<file path="src/hw/htt_pkg.sv">
// constants and types shared by the track trigger block
package htt_pkg;
   // ----------------------------------------
   // geometry
   // ----------------------------------------
   localparam int unsigned HTT_NCHAN = 64;
   localparam int unsigned HTT_SLICE_W = 16;
   localparam int unsigned HTT_SEL_W = 2;
   localparam int unsigned HTT_X_LO = 0;
   localparam int unsigned HTT_Y_LO = 32;
   // ----------------------------------------
   // timing
   // ----------------------------------------
   localparam int unsigned HTT_CLK_PERIOD_NS = 25;
   localparam int unsigned HTT_STEP_NS = 10;
   localparam int unsigned HTT_DLY_MIN_NS = 100;
   localparam int unsigned HTT_DLY_MAX_NS = 300;
   localparam int unsigned HTT_DLY_DEF_NS = 200;
   localparam int unsigned HTT_DLY_W = 5;
   localparam logic [HTT_DLY_W-1:0] HTT_DLY_MIN_STEPS = 5'(HTT_DLY_MIN_NS / HTT_STEP_NS);
   localparam logic [HTT_DLY_W-1:0] HTT_DLY_MAX_STEPS = 5'(HTT_DLY_MAX_NS / HTT_STEP_NS);
   localparam logic [HTT_DLY_W-1:0] HTT_DLY_DEF_STEPS = 5'(HTT_DLY_DEF_NS / HTT_STEP_NS);
   // delay accumulator counts ns, not steps; this is its width in bits, and each cycle adds HTT_CLK_PERIOD_NS
   localparam int unsigned HTT_ACC_W = 10;
   localparam logic [HTT_ACC_W-1:0] HTT_ACC_RST = 10'h000;
   // trigger pulse width and reset values
   localparam int unsigned HTT_TRIG_CYC = 1;
   localparam logic [HTT_DLY_W-1:0] HTT_DLY_RST = HTT_DLY_DEF_STEPS;
   localparam logic [HTT_NCHAN-1:0] HTT_TRACK_RST = 64'h0000_0000_0000_0000;
   localparam logic [HTT_SLICE_W-1:0] HTT_SLICE_RST = 16'h0000;

   typedef enum logic [1:0] {
      HTT_IDLE = 2'b00,
      HTT_WAIT = 2'b01,
      HTT_HELD = 2'b10
   } htt_state_e;
endpackage

</file>
<file path="src/hw/htt_dly_if.sv">
// interface between the controller and its delay timer
`timescale 1ns/100ps
interface htt_dly_if;
   logic start;
   logic [htt_pkg::HTT_DLY_W-1:0] steps;
   logic done;
   modport ctl (output start, output steps, input done);
   modport tmr (input start, input steps, output done);
endinterface

</file>
<file path="src/hw/htt_track_trigger.sv">
// hodoscope track capture and delayed acquisition trigger
`timescale 1ns/100ps
// Notes on behaviour
// RULE1 - all 64 scintillator inputs are captured before the trigger is raised
// RULE2 - track word is latched before the host is told of a hit
// RULE3 - trigger only follows a detected hit, never anything else
// RULE4 - default delay from detection to trigger is 200 ns
// RULE5 - delay programmable from 100 ns to 300 ns in 10 ns steps
// RULE6 - acquisition side reads 216 samples on 12 channels within 1 ms
// RULE7 - acquisition side starts on the trigger for all 18 data sets
// RULE8 - path keeps up with about 10 events per second
// RULE9 - after storing a track the block needs reinitialising before next hit
// RULE10 - track word is 32 X channel bits then 32 Y channel bits
// RULE11 - 2-bit select picks one of four 16-bit slices for readout
// RULE12 - delay is a count of 10 ns steps loaded with 10 to 30
module htt_track_trigger
   import htt_pkg::*;
(
   input wire logic clk,
   input wire logic rst,
   input wire logic ce,
   input wire logic [31:0] scint_x,
   input wire logic [31:0] scint_y,
   input wire logic hit_detect,
   input wire logic [htt_pkg::HTT_DLY_W-1:0] delay_steps,
   input wire logic host_reinit,
   input wire logic [htt_pkg::HTT_SEL_W-1:0] slice_sel,
   output logic acq_trigger,
   output logic event_ok,
   output logic [htt_pkg::HTT_SLICE_W-1:0] track_slice,
   output logic busy
);
   import htt_pkg::*;

   // ----------------------------------------
   // input synchronisers
   // ----------------------------------------
   // pins from the planes and the host module are asynchronous to clk
   logic [HTT_NCHAN-1:0] scint_s1_ff;
   logic [HTT_NCHAN-1:0] scint_s2_ff;
   logic [1:0] ctl_s1_ff;
   logic [1:0] ctl_s2_ff;
   logic [HTT_DLY_W-1:0] dly_s1_ff;
   logic [HTT_DLY_W-1:0] dly_s2_ff;
   logic [HTT_SEL_W-1:0] sel_s1_ff;
   logic [HTT_SEL_W-1:0] sel_s2_ff;
   logic hit_prev_ff;

   always_ff @(posedge clk) begin
      if (rst) begin
         scint_s1_ff <= HTT_TRACK_RST;
         scint_s2_ff <= HTT_TRACK_RST;
         ctl_s1_ff <= 2'h0;
         ctl_s2_ff <= 2'h0;
         dly_s1_ff <= HTT_DLY_RST;
         dly_s2_ff <= HTT_DLY_RST;
         sel_s1_ff <= 2'h0;
         sel_s2_ff <= 2'h0;
      end else if (ce) begin
         scint_s1_ff <= {scint_y, scint_x}; // RULE10
         scint_s2_ff <= scint_s1_ff;
         ctl_s1_ff <= {host_reinit, hit_detect};
         ctl_s2_ff <= ctl_s1_ff;
         dly_s1_ff <= delay_steps;
         dly_s2_ff <= dly_s1_ff;
         sel_s1_ff <= slice_sel;
         sel_s2_ff <= sel_s1_ff;
      end
   end

   logic hit_s;
   logic reinit_s;
   logic hit_rise;
   assign hit_s = ctl_s2_ff[0];
   assign reinit_s = ctl_s2_ff[1];
   assign hit_rise = hit_s && !hit_prev_ff;

   always_ff @(posedge clk) begin
      if (rst) begin
         hit_prev_ff <= 1'b0;
      end else if (ce) begin
         hit_prev_ff <= hit_s;
      end
   end

   // ----------------------------------------
   // delay setting
   // ----------------------------------------
   // out-of-range settings are clamped instead of ignored, so a bad host value
   // still yields a trigger inside the window
   logic [HTT_DLY_W-1:0] dly_clamped;
   always_comb begin
      if (dly_s2_ff < HTT_DLY_MIN_STEPS) begin
         dly_clamped = HTT_DLY_MIN_STEPS; // RULE5
      end else if (dly_s2_ff > HTT_DLY_MAX_STEPS) begin
         dly_clamped = HTT_DLY_MAX_STEPS; // RULE5
      end else begin
         dly_clamped = dly_s2_ff;
      end
   end

   // ----------------------------------------
   // event sequencer
   // ----------------------------------------
   htt_state_e state_ff;
   htt_state_e nxt_state;
   logic [HTT_NCHAN-1:0] track_ff;
   logic trig_ff;
   logic event_ok_ff;
   logic [HTT_SLICE_W-1:0] slice_ff;
   logic busy_ff;
   htt_dly_if dly ();

   htt_dly_timer u_timer (
      .clk(clk),
      .rst(rst),
      .ce(ce),
      .dly(dly)
   );

   assign dly.start = (state_ff == HTT_IDLE) && hit_rise; // RULE12
   assign dly.steps = dly_clamped;

   always_comb begin
      nxt_state = state_ff;
      case (state_ff)
         HTT_IDLE: begin
            if (hit_rise) begin
               nxt_state = HTT_WAIT;
            end
         end
         HTT_WAIT: begin
            if (dly.done) begin
               nxt_state = HTT_HELD;
            end
         end
         HTT_HELD: begin
            if (reinit_s) begin
               nxt_state = HTT_IDLE; // RULE9
            end
         end
         default: nxt_state = HTT_IDLE;
      endcase
   end

   always_ff @(posedge clk) begin
      if (rst) begin
         state_ff <= HTT_IDLE;
      end else if (ce) begin
         state_ff <= nxt_state;
      end
   end

   // track captured on the detection edge, well before the trigger fires
   always_ff @(posedge clk) begin
      if (rst) begin
         track_ff <= HTT_TRACK_RST;
      end else if (ce && state_ff == HTT_IDLE && hit_rise) begin
         track_ff <= scint_s2_ff; // RULE1 RULE2
      end
   end

   // one-cycle trigger only out of a waiting event
   always_ff @(posedge clk) begin
      if (rst) begin
         trig_ff <= 1'b0;
      end else if (ce) begin
         trig_ff <= (state_ff == HTT_WAIT) && dly.done; // RULE3 RULE4
      end
   end

   // host flag rises the cycle after the track is stored and holds to reinit
   always_ff @(posedge clk) begin
      if (rst) begin
         event_ok_ff <= 1'b0;
      end else if (ce) begin
         if (state_ff == HTT_WAIT) begin
            event_ok_ff <= 1'b1; // RULE2
         end else if (state_ff == HTT_HELD && reinit_s) begin
            event_ok_ff <= 1'b0; // RULE9
         end
      end
   end

   always_ff @(posedge clk) begin
      if (rst) begin
         busy_ff <= 1'b0;
      end else if (ce) begin
         busy_ff <= (nxt_state != HTT_IDLE); // RULE8
      end
   end

   always_ff @(posedge clk) begin
      if (rst) begin
         slice_ff <= HTT_SLICE_RST;
      end else if (ce) begin
         slice_ff <= track_ff[sel_s2_ff*HTT_SLICE_W +: HTT_SLICE_W]; // RULE11
      end
   end

   assign acq_trigger = trig_ff; // RULE7
   assign event_ok = event_ok_ff;
   assign track_slice = slice_ff;
   assign busy = busy_ff;
endmodule

</file>
<file path="src/hw/htt_dly_timer.sv">
// trigger delay timer adding 25 ns per clock toward a target of 10 ns steps in ns
`timescale 1ns/100ps
module htt_dly_timer
   import htt_pkg::*;
(
   input wire logic clk,
   input wire logic rst,
   input wire logic ce,
   htt_dly_if.tmr dly
);
   // ----------------------------------------
   // ns accumulator
   // ----------------------------------------
   // time in ns is accumulated rather than rounding each cycle to whole steps,
   // so the delay error stays below one clock period
   logic [HTT_ACC_W-1:0] elapsed_ff;
   logic [HTT_ACC_W-1:0] target_ff;
   logic running_ff;
   logic done_ff;

   always_ff @(posedge clk) begin
      if (rst) begin
         elapsed_ff <= HTT_ACC_RST;
         target_ff <= HTT_ACC_RST;
         running_ff <= 1'b0;
      end else if (ce) begin
         if (dly.start) begin
            elapsed_ff <= HTT_ACC_W'(HTT_CLK_PERIOD_NS);
            target_ff <= HTT_ACC_W'(dly.steps * HTT_STEP_NS); // RULE12
            running_ff <= 1'b1;
         end else if (running_ff) begin
            if (elapsed_ff >= target_ff) begin
               running_ff <= 1'b0;
            end else begin
               elapsed_ff <= elapsed_ff + HTT_ACC_W'(HTT_CLK_PERIOD_NS);
            end
         end
      end
   end

   always_ff @(posedge clk) begin
      if (rst) begin
         done_ff <= 1'b0;
      end else if (ce) begin
         done_ff <= running_ff && !dly.start && (elapsed_ff >= target_ff);
      end
   end

   assign dly.done = done_ff;
endmodule

</file>
<file path="config.mk">
export PLATFORM = sky130hd
export DESIGN_NAME = htt_track_trigger
export DESIGN_NICKNAME = d
export VERILOG_FILES = /design/src/hw/htt_pkg.sv /design/src/hw/htt_dly_if.sv /design/src/hw/htt_track_trigger.sv /design/src/hw/htt_dly_timer.sv
export SDC_FILE = /design/constraint.sdc
export NUM_CORES = 1
export LEC_CHECK = 0
export BUFFER_PORTS_ARGS = -buffer_cell sky130_fd_sc_hd__buf_2
export CAP_MARGIN = 15
export CORE_MARGIN = 1.5
export CORE_UTILIZATION = 30
export DETAILED_ROUTE_END_ITERATION = 7
export PLACE_DENSITY = 0.48
export SLEW_MARGIN = 20
export SYNTH_ARGS = -nofsm -noshare
export SYNTH_HDL_FRONTEND = slang
export SYNTH_SLANG_ARGS = --single-unit
export TNS_END_PERCENT = 10
</file>
<file path="constraint.sdc">
create_clock -name clk -period 5.4 [get_ports clk]
set_input_delay 1.62 -clock clk [delete_from_list [all_inputs] [get_ports clk]]
set_output_delay 1.62 -clock clk [all_outputs]
set_load 0.05 [all_outputs]
</file>
==> results_dict.tcl <==
set metrics [dict create \
    status "completed" \
    routed_wl_mm 23.1 \
    synth_commonest_cells "252 x dfxtp_1, 172 x nor2_1, 166 x mux2i_1" \
    cts_buffers 28 \
    hold_path_class "reg2reg" \
    endpoint "u_timer.target_ff[1]" \
    synth_top_family_by_area "multiplexers" \
    total_power_uw 4140 \
    die_h_um 184 \
    avgRoutedWirePerCell_um 15.0 \
    finalMaxSlewViolations 0 \
    area_growth_pct 17.7 \
    vias_per_cell 4.53 \
    synth.avg_cell_area_um2 9.59 \
    dieArea_mm2 0.0338 \
    p_per_area_mw_per_mm2 358 \
    r2r_slack_ns 2.99 \
    finalCriticalPeriod_ns 2.97 \
    initial_core_util_pct 30.3 \
    synth_top_area_share_pct 51.4 \
    clock_skew_ns 0.0202 \
    fmax_ghz 0.337 \
    drtIter0Drc 407 \
    tightest_slew_ns 1.11 \
    yosysSeqAreaShare_pct 51.4 \
    synthMuxAreaShare_pct 20.6 \
    cts_max_level 1 \
    cts-root-buf "clkbuf_16" \
    swShare_pct 22.9 \
    rr_worst_depth 6 \
    placed_area_mm2 0.0106 \
    core_mm2 0.0324 \
    grt_pass1_wl_mm 36.5 \
    ios 95 \
    rows 66 \
    io_buffers 94 \
    clkSlewWorstSetupHoldPaths_ns 0.06 \
    cts_tree "done" \
    synth-async-reset-ratio_pct 0 \
    synth.area.top_cells "dfxtp_1 51%, mux2i_1 17%, nor2_1 6.6%" \
    ys.flop_type "dfxtp_1" \
    synth_top_cell_by_area "dfxtp_1" \
    reg2reg_to "u_timer.target_ff[1]" \
    post-cts-setup-buffers 0 \
    stdcell_area_mm2 0.0116 \
    synthAdderAreaFrac_pct 2.12 \
    rsz0062_at_grt "false" \
    holdPathStages 2 \
    finalCoreUtilization_pct 35.7 \
    synth_edf_count 0 \
    firstDrtPassIters 4 \
    path_class "in2reg" \
    grt_pass1_vias 6581 \
    cp_data_arrival_time_ns 3.35 \
    synth.most_common_cell "dfxtp_1" \
    cp-end-kind "register" \
    diodes 0 \
    synth_fp_nets 1115 \
    route.detailed.drc 0 \
    crit_fanout 53 \
    rr_startpoint "state_ff[1]" \
    grt-ovfl-total 0 \
    crit_required_ns 5.78 \
    ir_drop_uv 246 \
    clkPwrFrac_pct 45.9 \
    grt_use_total_pct 13.6 \
    cap_viol_max_count 0 \
    synth-simple-area-share_pct 15.1 \
    slowest_delay_ns 0.75 \
    syn-cell-area_mm2 0.00982 \
    vias 6985 \
    clockBufferDepth 3 \
    tns_ns 0 \
    p_seq_share_pct 47.5 \
    cp_slowest_cell "and2_2" \
    fin_crit_sh_pct 55.0 \
    hpwl_mm 15.1 \
    cts_hold_buf 0 \
    cp_cell_sequence "buf_8 > and2_2 > buf_4 > mux2i_1 > nor2_1" \
    clk_latency_ns 0.54 \
    synth.distinct_cells 50 \
    final_net_count 1175 \
    hold_viol 0 \
    cts.sinks 252 \
    antenna_left 0 \
    setup_viol 0 \
    slew_headroom_pct 25.8 \
    start_kind "primary input" \
    antenna_found_initial 0 \
    ctsResizeCount 0 \
    synth_xor_area_share_pct 0.178 \
    intPower_uw 3190 \
    yosysWarnings 0 \
    grt_max_degree 153 \
    ys_ff_latch 252 \
    startpoint "ce" \
    p_leak_uw 0.00485 \
    switchingPower_uw 947 \
    die_w_um 184 \
    place_congestion 0.727 \
    pwr-share-comb_pct 6.6 \
    layout-drive-gt1-share_pct 15.6 \
    synthCells 1023 \
    synth_compound_area_share_pct 6.88 \
]
## sequential cells by signal (all words and copies together), names as in the netlist, 2 cells and up
name	flops
sel_s1_ff	2
state_ff	2
ctl_s1_ff	2
u_timer.elapsed_ff	10
scint_s2_ff	64
u_timer.target_ff	8
track_ff	64
ctl_s2_ff	2
dly_s2_ff	5
track_slice	16
dly_s1_ff	5
sel_s2_ff	2
scint_s1_ff	64
## cell type report
class / count / area (um2)
Clock inverter: 8 / 108
Sequential cell: 252 / 5040
Inverter: 13 / 48.8
Multi-Input combinational cell: 685 / 4410
Fill cell: 3359 / 20800
Timing Repair Buffer: 103 / 569
Clock buffer: 40 / 826
Tap cell: 442 / 553
## cell families after synthesis
kind of cell	after synthesis
simple gates	365
flops	252
mux	182
compound gates	120
buf+inv	86
fa+ha+maj	16
xor+xnor	2
## layout by cell type, fill, tap and decap left out, types with 3 or more instances in the layout
master,instances
o21ai_0,11
a21oi_1,85
o21a_1,3
nor3_1,4
clkbuf_1,4
nand2_1,157
a211oi_1,4
mux2i_1,166
buf_2,92
clkbuf_16,28
clkbuf_8,9
mux4_2,16
nand2b_1,5
buf_4,8
nor2_1,172
ha_1,15
clkinv_2,3
inv_1,13
or3_1,4
nand3_1,3
dfxtp_1,252
## per-stage QoR
step	hold slack, ns	setup WS [ns]	cells
2_1_floorplan	0.431	2.66	1023
3_3_place_gp	0.441	1.85	1495
3_5_place_dp	0.445	1.86	1495
4_1_cts	0.447	2.42	1543
5_1_grt	0.462	2.31	1543
6_report	0.448	2.43	1543
## routing by layer
metal	global-route usage, %	up-vias	routed length (um)
met5	0	-	0
met4	3.57	0	362
met3	2.26	27	1000
met2	21.4	111	10400
met1	19.1	3265	11400
li1	-	3582	-
## how the worst min path moves through the flow
stage,startpoint,to,slack (ns)
floorplan,scint_s2_ff[0],track_ff[0],0.43
global placement,track_ff[37],track_ff[37],0.44
detailed placement,track_ff[33],track_ff[33],0.45
CTS,scint_s2_ff[0],track_ff[0],0.45
global route,scint_s2_ff[0],track_ff[0],0.46
finish,scint_s2_ff[26],track_ff[26],0.45
## worst max-delay path: cells and delay by family
kind	cells	cell delay [ns]
buffers and inverters	2	0.68
muxes	1	0.20
and+or+nand+nor	2	0.80
## power groups by stage
stage          sequential, uW  combinational (uW)  clock [uW]
2_1_floorplan            1990                 207           0
3_3_place_gp             2010                 274           0
3_5_place_dp             2010                 277           0
4_1_cts                  1970                 278        1960
5_1_grt                  1970                 308        2050
6_report                 1970                 273        1900
Note: power is estimated with default switching activity, not from simulation.
